<file path="config.mk">
export PLATFORM = sky130hd
export DESIGN_NAME = sector_prot_bits
export DESIGN_NICKNAME = d
export VERILOG_FILES = /design/src/hw/sector_prot_pkg.sv /design/src/hw/prot_store_if.sv /design/src/hw/prot_bit_store.sv /design/src/hw/sector_prot_bits.sv
export SDC_FILE = /design/constraint.sdc
export NUM_CORES = 2
export LEC_CHECK = 0
export ABC_AREA = 1
export BUFFER_PORTS_ARGS = -buffer_cell sky130_fd_sc_hd__buf_2
export CELL_PAD_IN_SITES_DETAIL_PLACEMENT = 1
export CELL_PAD_IN_SITES_GLOBAL_PLACEMENT = 2
export CORE_MARGIN = 8
export CORE_UTILIZATION = 40
export CTS_CLUSTER_DIAMETER = 80
export DETAILED_ROUTE_END_ITERATION = 10
export GPL_ROUTABILITY_DRIVEN = 0
export MAX_ROUTING_LAYER = met4
export PLACE_DENSITY = 0.93
export SYNTH_ARGS = -nofsm -noshare
export SYNTH_HDL_FRONTEND = slang
export SYNTH_SLANG_ARGS = --single-unit
</file>
<file path="constraint.sdc">
create_clock -name clk_sys_in -period 50.7 [get_ports clk_sys_in]
set_input_delay 10.14 -clock clk_sys_in [delete_from_list [all_inputs] [get_ports clk_sys_in]]
set_output_delay 10.14 -clock clk_sys_in [all_outputs]
set_load 0.01 [all_outputs]
</file>
<file path="src/hw/sector_prot_pkg.sv">
package sector_prot_pkg;
    localparam int          NUM_UNITS     = 542;
    localparam int          BLOCK_UNITS   = 510;
    localparam int          ADDR_W        = 25;
    localparam int          IDX_W         = 10;
    localparam int          BLOCK_LSB     = 16;
    localparam int          SECTOR_LSB    = 12;
    localparam int          CNT_W         = 24;
    localparam int          CLK_MHZ       = 20;
    localparam int          T_UNLOCK_US   = 100;
    localparam int          UNLOCK_CYCLES = T_UNLOCK_US * CLK_MHZ;
    localparam int          T_PROG_US     = 200;
    localparam int          T_ERASE_US    = 45000;
    localparam logic [8:0]  TOP_BLOCK     = 9'h1FE;

    typedef enum logic [3:0] {
        CMD_PPB_PROG   = 4'h1,
        CMD_PPB_ERASE  = 4'h2,
        CMD_PPB_READ   = 4'h3,
        CMD_DYB_WRITE  = 4'h4,
        CMD_DYB_READ   = 4'h5,
        CMD_LOCK_CLEAR = 4'h6,
        CMD_UNLOCK     = 4'h7,
        CMD_ARRAY_WR   = 4'h8,
        CMD_ARRAY_RD   = 4'h9
    } cmd_e;

    typedef enum logic [3:0] {
        ST_IDLE   = 4'b0001,
        ST_PROG   = 4'b0010,
        ST_ERASE  = 4'b0100,
        ST_UNLOCK = 4'b1000
    } state_e;
endpackage

</file>
<file path="src/hw/prot_store_if.sv">
`timescale 1ns/100ps
`default_nettype none
interface prot_store_if;
    import sector_prot_pkg::*;
    logic [IDX_W-1:0] idx;
    logic             ppb_prog;
    logic             ppb_erase_all;
    logic             dyb_we;
    logic             dyb_val;
    logic             dyb_reset_all;
    logic             ppb_bit;
    logic             dyb_bit;
    modport ctrl  (output idx, ppb_prog, ppb_erase_all, dyb_we, dyb_val, dyb_reset_all,
                   input ppb_bit, dyb_bit);
    modport store (input idx, ppb_prog, ppb_erase_all, dyb_we, dyb_val, dyb_reset_all,
                   output ppb_bit, dyb_bit);
endinterface
`default_nettype wire

</file>
<file path="src/hw/prot_bit_store.sv">
`timescale 1ns/100ps
`default_nettype none
module prot_bit_store (
    input  wire logic   clk_sys_in,
    prot_store_if.store io
);
    import sector_prot_pkg::*;

    // Persistent bits carry no reset: they model non-volatile cells, which leave the factory erased.
    logic [NUM_UNITS-1:0] ppb_q = '1;
    logic [NUM_UNITS-1:0] dyb_q;

    always_ff @(posedge clk_sys_in) begin
        if (io.ppb_prog) begin
            ppb_q[io.idx] <= 1'b0;
        end else if (io.ppb_erase_all) begin
            ppb_q <= '1;
        end
    end

    genvar i;
    generate
        for (i = 0; i < NUM_UNITS; i++) begin : g_dyb
            always_ff @(posedge clk_sys_in) begin
                if (io.dyb_reset_all) begin
                    dyb_q[i] <= 1'b1;
                end else if (io.dyb_we && io.idx == IDX_W'(i)) begin
                    dyb_q[i] <= io.dyb_val;
                end
            end
        end
    endgenerate

    assign io.ppb_bit = ppb_q[io.idx];
    assign io.dyb_bit = dyb_q[io.idx];
endmodule
`default_nettype wire

</file>
<file path="src/hw/sector_prot_bits.sv">
`timescale 1ns/100ps
`default_nettype none
module sector_prot_bits #(
    parameter int PROG_CYCLES  = sector_prot_pkg::T_PROG_US * sector_prot_pkg::CLK_MHZ,
    parameter int ERASE_CYCLES = sector_prot_pkg::T_ERASE_US * sector_prot_pkg::CLK_MHZ
) (
    // Clock and resets.
    input  wire logic                           clk_sys_in,
    input  wire logic                           srst_in,
    input  wire logic                           soft_reset_in,
    // Static configuration.
    input  wire logic                           password_mode_in,
    // Command port.
    input  wire logic                           cmd_valid_in,
    input  wire sector_prot_pkg::cmd_e          cmd_op_in,
    input  wire logic [sector_prot_pkg::ADDR_W-1:0] cmd_addr_in,
    input  wire logic                           cmd_dyb_val_in,
    input  wire logic                           password_match_in,
    input  wire logic                           err_clear_in,
    // Status and answers.
    output logic                                write_in_progress_out,
    output logic                                lock_bit_out,
    output logic                                protection_error_flag_out,
    output logic                                program_error_out,
    output logic                                array_write_grant_out,
    output logic                                array_read_grant_out,
    output logic                                array_read_refused_out,
    output logic                                bit_read_valid_out,
    output logic                                bit_read_data_out
);
    import sector_prot_pkg::*;

    if (PROG_CYCLES < 1 || ERASE_CYCLES < 1 ||
        PROG_CYCLES >= 2**CNT_W || ERASE_CYCLES >= 2**CNT_W) begin : g_bad_cycles
        $error("Cycle counts out of range for the counter.");
    end

    ////////////////////////////////////////////////////////////////////////////////
    prot_store_if io ();

    prot_bit_store u_store (
        .clk_sys_in (clk_sys_in),
        .io         (io.store)
    );

    state_e           state_q;
    state_e           state_d;
    logic [CNT_W-1:0] cnt_q;
    logic [CNT_W-1:0] cnt_d;
    logic             lock_q;
    logic             prot_err_q;
    logic             prog_err_q;
    logic             wip_q;
    logic             wr_grant_q;
    logic             rd_grant_q;
    logic             rd_refused_q;
    logic             bit_valid_q;
    logic             bit_data_q;

    ////////////////////////////////////////////////////////////////////////////////
    // Unit decode: the two top blocks split into their 4K sectors.
    wire logic [8:0]        blk_num   = cmd_addr_in[ADDR_W-1:BLOCK_LSB];
    wire logic              top_area  = blk_num >= TOP_BLOCK;
    wire logic [4:0]        sect_num  = cmd_addr_in[BLOCK_LSB:SECTOR_LSB];
    wire logic [IDX_W-1:0]  unit_idx  = top_area ? IDX_W'(BLOCK_UNITS) + IDX_W'(sect_num)
                                                 : IDX_W'(blk_num);
    wire logic              unit_open = io.ppb_bit & io.dyb_bit;
    wire logic              idle      = state_q == ST_IDLE;
    wire logic              cmd_go    = cmd_valid_in & idle & ~soft_reset_in;
    wire logic              is_prog   = cmd_go & (cmd_op_in == CMD_PPB_PROG);
    wire logic              is_erase  = cmd_go & (cmd_op_in == CMD_PPB_ERASE);
    wire logic              is_unlock = cmd_go & (cmd_op_in == CMD_UNLOCK) & password_mode_in;
    wire logic              pw_miss   = is_unlock & ~password_match_in;
    wire logic              ppb_deny  = (is_prog | is_erase) & ~lock_q;
    wire logic              arr_wr    = cmd_go & (cmd_op_in == CMD_ARRAY_WR);
    wire logic              arr_deny  = arr_wr & ~unit_open;
    wire logic              rd_req    = cmd_valid_in & (cmd_op_in == CMD_ARRAY_RD);
    wire logic              bit_rd    = cmd_go & (cmd_op_in == CMD_PPB_READ || cmd_op_in == CMD_DYB_READ);
    wire logic              cnt_done  = cnt_q == '0;

    assign io.idx           = unit_idx;
    // Program and erase commit at the end of the interval, so the busy window is honest.
    assign io.ppb_prog      = (state_q == ST_PROG) & cnt_done;
    assign io.ppb_erase_all = (state_q == ST_ERASE) & cnt_done;
    assign io.dyb_we        = cmd_go & (cmd_op_in == CMD_DYB_WRITE);
    assign io.dyb_val       = cmd_dyb_val_in;
    assign io.dyb_reset_all = srst_in | soft_reset_in;

    ////////////////////////////////////////////////////////////////////////////////
    // The program index is not latched; it follows the address the host holds, so the host keeps it steady.
    always_comb begin
        state_d = state_q;
        cnt_d   = cnt_done ? cnt_q : cnt_q - CNT_W'(1);
        unique case (state_q)
            ST_IDLE: begin
                if (is_prog && lock_q) begin
                    state_d = ST_PROG;
                    cnt_d   = CNT_W'(PROG_CYCLES - 1);
                end else if (is_erase && lock_q) begin
                    state_d = ST_ERASE;
                    cnt_d   = CNT_W'(ERASE_CYCLES - 1);
                end else if (pw_miss) begin
                    state_d = ST_UNLOCK;
                    cnt_d   = CNT_W'(UNLOCK_CYCLES - 1);
                end
            end
            ST_PROG, ST_ERASE, ST_UNLOCK: begin
                if (cnt_done) begin
                    state_d = ST_IDLE;
                end
            end
            // A corrupted state code falls back to idle rather than hanging busy.
            default: begin
                state_d = ST_IDLE;
            end
        endcase
    end

    always_ff @(posedge clk_sys_in) begin
        if (srst_in) begin
            state_q <= ST_IDLE;
            cnt_q   <= '0;
        end else begin
            state_q <= state_d;
            cnt_q   <= cnt_d;
        end
    end

    ////////////////////////////////////////////////////////////////////////////////
    // Reset here stands for power-up and hardware reset; software reset never reaches the lock.
    always_ff @(posedge clk_sys_in) begin
        if (srst_in) begin
            lock_q <= ~password_mode_in;
        end else if (cmd_go && cmd_op_in == CMD_LOCK_CLEAR) begin
            lock_q <= 1'b0;
        end else if (is_unlock && password_match_in) begin
            lock_q <= 1'b1;
        end
    end

    // A new error wins over a clear in the same cycle.
    always_ff @(posedge clk_sys_in) begin
        if (srst_in) begin
            prot_err_q <= 1'b0;
            prog_err_q <= 1'b0;
        end else if (ppb_deny || arr_deny || pw_miss) begin
            prot_err_q <= 1'b1;
            prog_err_q <= 1'b1;
        end else if (err_clear_in) begin
            prot_err_q <= 1'b0;
            prog_err_q <= 1'b0;
        end
    end

    always_ff @(posedge clk_sys_in) begin
        if (srst_in) begin
            wip_q        <= 1'b0;
            wr_grant_q   <= 1'b0;
            rd_grant_q   <= 1'b0;
            rd_refused_q <= 1'b0;
            bit_valid_q  <= 1'b0;
            bit_data_q   <= 1'b0;
        end else begin
            wip_q        <= state_d != ST_IDLE;
            wr_grant_q   <= arr_wr & unit_open;
            rd_grant_q   <= rd_req & idle & ~soft_reset_in;
            rd_refused_q <= rd_req & (state_q == ST_PROG);
            bit_valid_q  <= bit_rd;
            bit_data_q   <= (cmd_op_in == CMD_PPB_READ) ? io.ppb_bit : io.dyb_bit;
        end
    end

    assign write_in_progress_out     = wip_q;
    assign lock_bit_out              = lock_q;
    assign protection_error_flag_out = prot_err_q;
    assign program_error_out         = prog_err_q;
    assign array_write_grant_out     = wr_grant_q;
    assign array_read_grant_out      = rd_grant_q;
    assign array_read_refused_out    = rd_refused_q;
    assign bit_read_valid_out        = bit_valid_q;
    assign bit_read_data_out         = bit_data_q;
endmodule
`default_nettype wire

</file>
==> results.toml <==
[power]
p_switching_w = 0.000531
p_total_w = 0.00210
netSwitchingFraction_pct = 25.3
power_leakage_nw = 26.1
seqPwrFrac_pct = 45.5
power.internal_w = 0.00157
power.share.combinational_pct = 7.1
vdd_drop_max_uv = 36.2
pwr_density_cell_mw_per_mm2 = 32.7
clkPwrFrac_pct = 47.4

[clocking]
cts_tree = "done"
holdBufCountCts = 0
root_buffer = "clkbuf_16"
post_cts_buffers = 0
clk_latency_ps = 770
clk_pin_slew_worst_paths_ps = 50
cts_resized = 0
clock_path_buffers = 3
ctsHtreeMaxLevel = 4
numClockSinks = 1120
cts_made_buffers = 136

[synthesis]
yosysUniqueCellTypes = 35
syn_nets = 8414
syn_inst = 8373
synth-seq-area-share_pct = 47.4
yosys.area.top_type_share_pct = 27.7
synth_seq_cells = 1120
synth.yosys.warnings = 0
syn_avg_cell_area_um2 = 7.03
synth_area_leaders = "edfxtp_1 28%, dfxtp_1 20%, nand2_1 18%, o21ai_0 11%, nand3_1 10%"
synth_top_cell_by_area = "edfxtp_1"
synth_area_mm2 = 0.0588

[cells_and_area]
fin_nets = 8040
final_common_cell = "nand2_1"
post-route-util_pct = 44.0
layout-drive-gt1-share_pct = 4.65
register_area_mm2 = 0.0279
syn_to_final_growth_pct = 9.14
fill_cells = 18458
final_cell_mix = "2802 x nand2_1, 1309 x o21ai_0, 1183 x nand3_1"
multi_input_area_mm2 = 0.0260

[global_route]
grt_max_degree = 212
grt_pass1_vias = 57337
gr-total-overflow = 0
antenna_found_initial = 13
grt_pass1_wl_mm = 333
track_usage_pct = 27.1

[timing]
setup_tns_ps = 0
period_needed_ps = 16420
hold_viol = 0
tightest_slew_ps = 1330
rsz0062_at_grt = "false"
layout_worst_path_cycle_share_pct = 32.4
fin_skew_ps = 18.2
slew_headroom_pct = 10.8
fin_hold_ws_ps = 471
setup_violations = 0
drv_slew = 0
fmax_mhz = 60.9

[floorplan]
dieHeight_um = 399
core_area_mm2 = 0.146
ios = 46
die_area_mm2 = 0.160
die_x_um = 399
start_util_pct = 40.3
core.rowCount = 140

[setup_path]
critPathCaptureType = "flip-flop"
crit_path_max_fanout = 142
crit_required_ps = 51360
critPathKind = "in2reg"
arrival_ps = 17080
critical_path.most_common_cell = "nand2_1"
reg2reg_depth = 9
critPathLaunchType = "input pin"
slowest_stage = "buf_4"
slowest_delay_ps = 820

[routing]
wirelength_mm = 216
post_drt_wl_per_cell_um = 21.6
dr.first_iter.drc_count = 5122
drtAntennaViolNets = 0
drcViolationCount = 0
num_vias = 56894
firstDrtPassIters = 5
via_per_inst = 5.67

[placed_design]
hpwl_mm = 118
port_buffers = 33

[run]
drv_cap = 0

[status]
outcome = "complete, no violations"

[worst_hold_path]
hp-class = "reg2reg"
hold_depth = 2
==> area by class of cell <==
type	count	share of cell area (%)
Antenna cell	8	0.0312
Tap cell	1917	3.74
Clock inverter	49	0.766
Timing Repair Buffer	105	1.25
Clock buffer	199	6.24
Multi-Input combinational cell	5941	40.5
Inverter	695	4.11
Sequential cell	1120	43.4
==> cell families (layout without fill, tap and decap cells) <==
family          Yosys count  in the layout  share of synthesized area (%)
compound gates         1378           1378                           11.8
xor+xnor                 18             18                          0.268
fa+ha+maj                 4              4                         0.0851
buf+inv                1312           1048                           8.67
flops                  1120           1120                           47.4
other cells               0              8                              0
simple gates           4541           4541                           31.8
==> power groups by stage <==
stage	Clock [W]	Combinational, W	Sequential, W
after floorplan	0	0.0000965	0.000972
after global placement	0	0.000144	0.000974
after detailed placement	0	0.000147	0.000974
after CTS	0.00101	0.000148	0.000955
after global routing	0.00104	0.000161	0.000955
final	0.000996	0.000150	0.000955
==> synth_stat cells <==
| master | number |
|---|---|
| buf_1 | 23 |
| dfxtp_1 | 577 |
| nand3b_1 | 6 |
| and3_1 | 1 |
| clkbuf_1 | 473 |
| o21a_1 | 3 |
| buf_2 | 111 |
| nand3_1 | 1183 |
| a21oi_1 | 23 |
| xnor2_1 | 13 |
| o21ai_4 | 1 |
| inv_1 | 664 |
| a31oi_1 | 1 |
| nor2_2 | 11 |
| nand3_2 | 1 |
| edfxtp_1 | 543 |
| nor3_1 | 24 |
| or2_2 | 3 |
| nand2_1 | 2803 |
| nand4_1 | 11 |
| nor3b_1 | 1 |
| a311oi_1 | 1 |
| nor2_1 | 482 |
| o22ai_1 | 29 |
| xor2_1 | 5 |
| clkinv_1 | 5 |
| ha_1 | 4 |
| inv_2 | 26 |
| o21ai_1 | 8 |
| o2111ai_1 | 1 |
| o21ai_0 | 1309 |
| nand2_2 | 5 |
| o21bai_1 | 2 |
| buf_4 | 10 |
| nor4_1 | 10 |
==> stage by stage <==
stage	cell area [µm²]	worst slack (ps)	instances
2_1_floorplan	58800	25840	8373
3_3_place_gp	59700	33730	9778
3_5_place_dp	59700	33640	9778
4_1_cts	64200	34430	10026
5_1_grt	64200	33940	10031
6_report	64200	34280	10034
==> path summary, 6_finish.rpt <==
| check | from | end | slack, ps |
|---|---|---|---|
| worst min-delay path | u_store.dyb_q[374]$_SDFFE_PP1P_ | u_store.dyb_q[374]$_SDFFE_PP1P_ | 470 |
| worst max-delay path | cmd_addr_in[19] | program_error_out$_SDFFE_PP0P_ | 34280 |
| worst min register to register | u_store.dyb_q[374]$_SDFFE_PP1P_ | u_store.dyb_q[374]$_SDFFE_PP1P_ | 470 |
| worst max register to register | cnt_q[0]$_SDFF_PP0_ | u_store.ppb_q[336]$_SDFFCE_PN1P_ | 45830 |
==> worst max-delay path: cells and delay by family <==
family                 cells  cell delay, ps
AND/OR/NAND/NOR           20            3350
buffers and inverters      5            3120
AO/OA/AOI/OAI              1             300
==> layer usage <==
metal,track usage [%],part of all wire (%),vias up
met5,-,0,-
met4,9.92,3.7,0
met3,3.66,6.1,430
met2,43.5,46,1608
met1,35.1,44,28314
li1,-,-,26542
==> state kept, by name (all words and copies together), names as in the netlist <==
signal and flops:
bit_read_data_out 1, array_read_refused_out 1, u_store.dyb_q 542, array_read_grant_out 1, state_q 4, cnt_q 24, u_store.ppb_q 542, write_in_progress_out 1
bit_read_valid_out 1, program_error_out 1, lock_bit_out 1, array_write_grant_out 1
No activity file was read; power rests on OpenSTA's default activity.
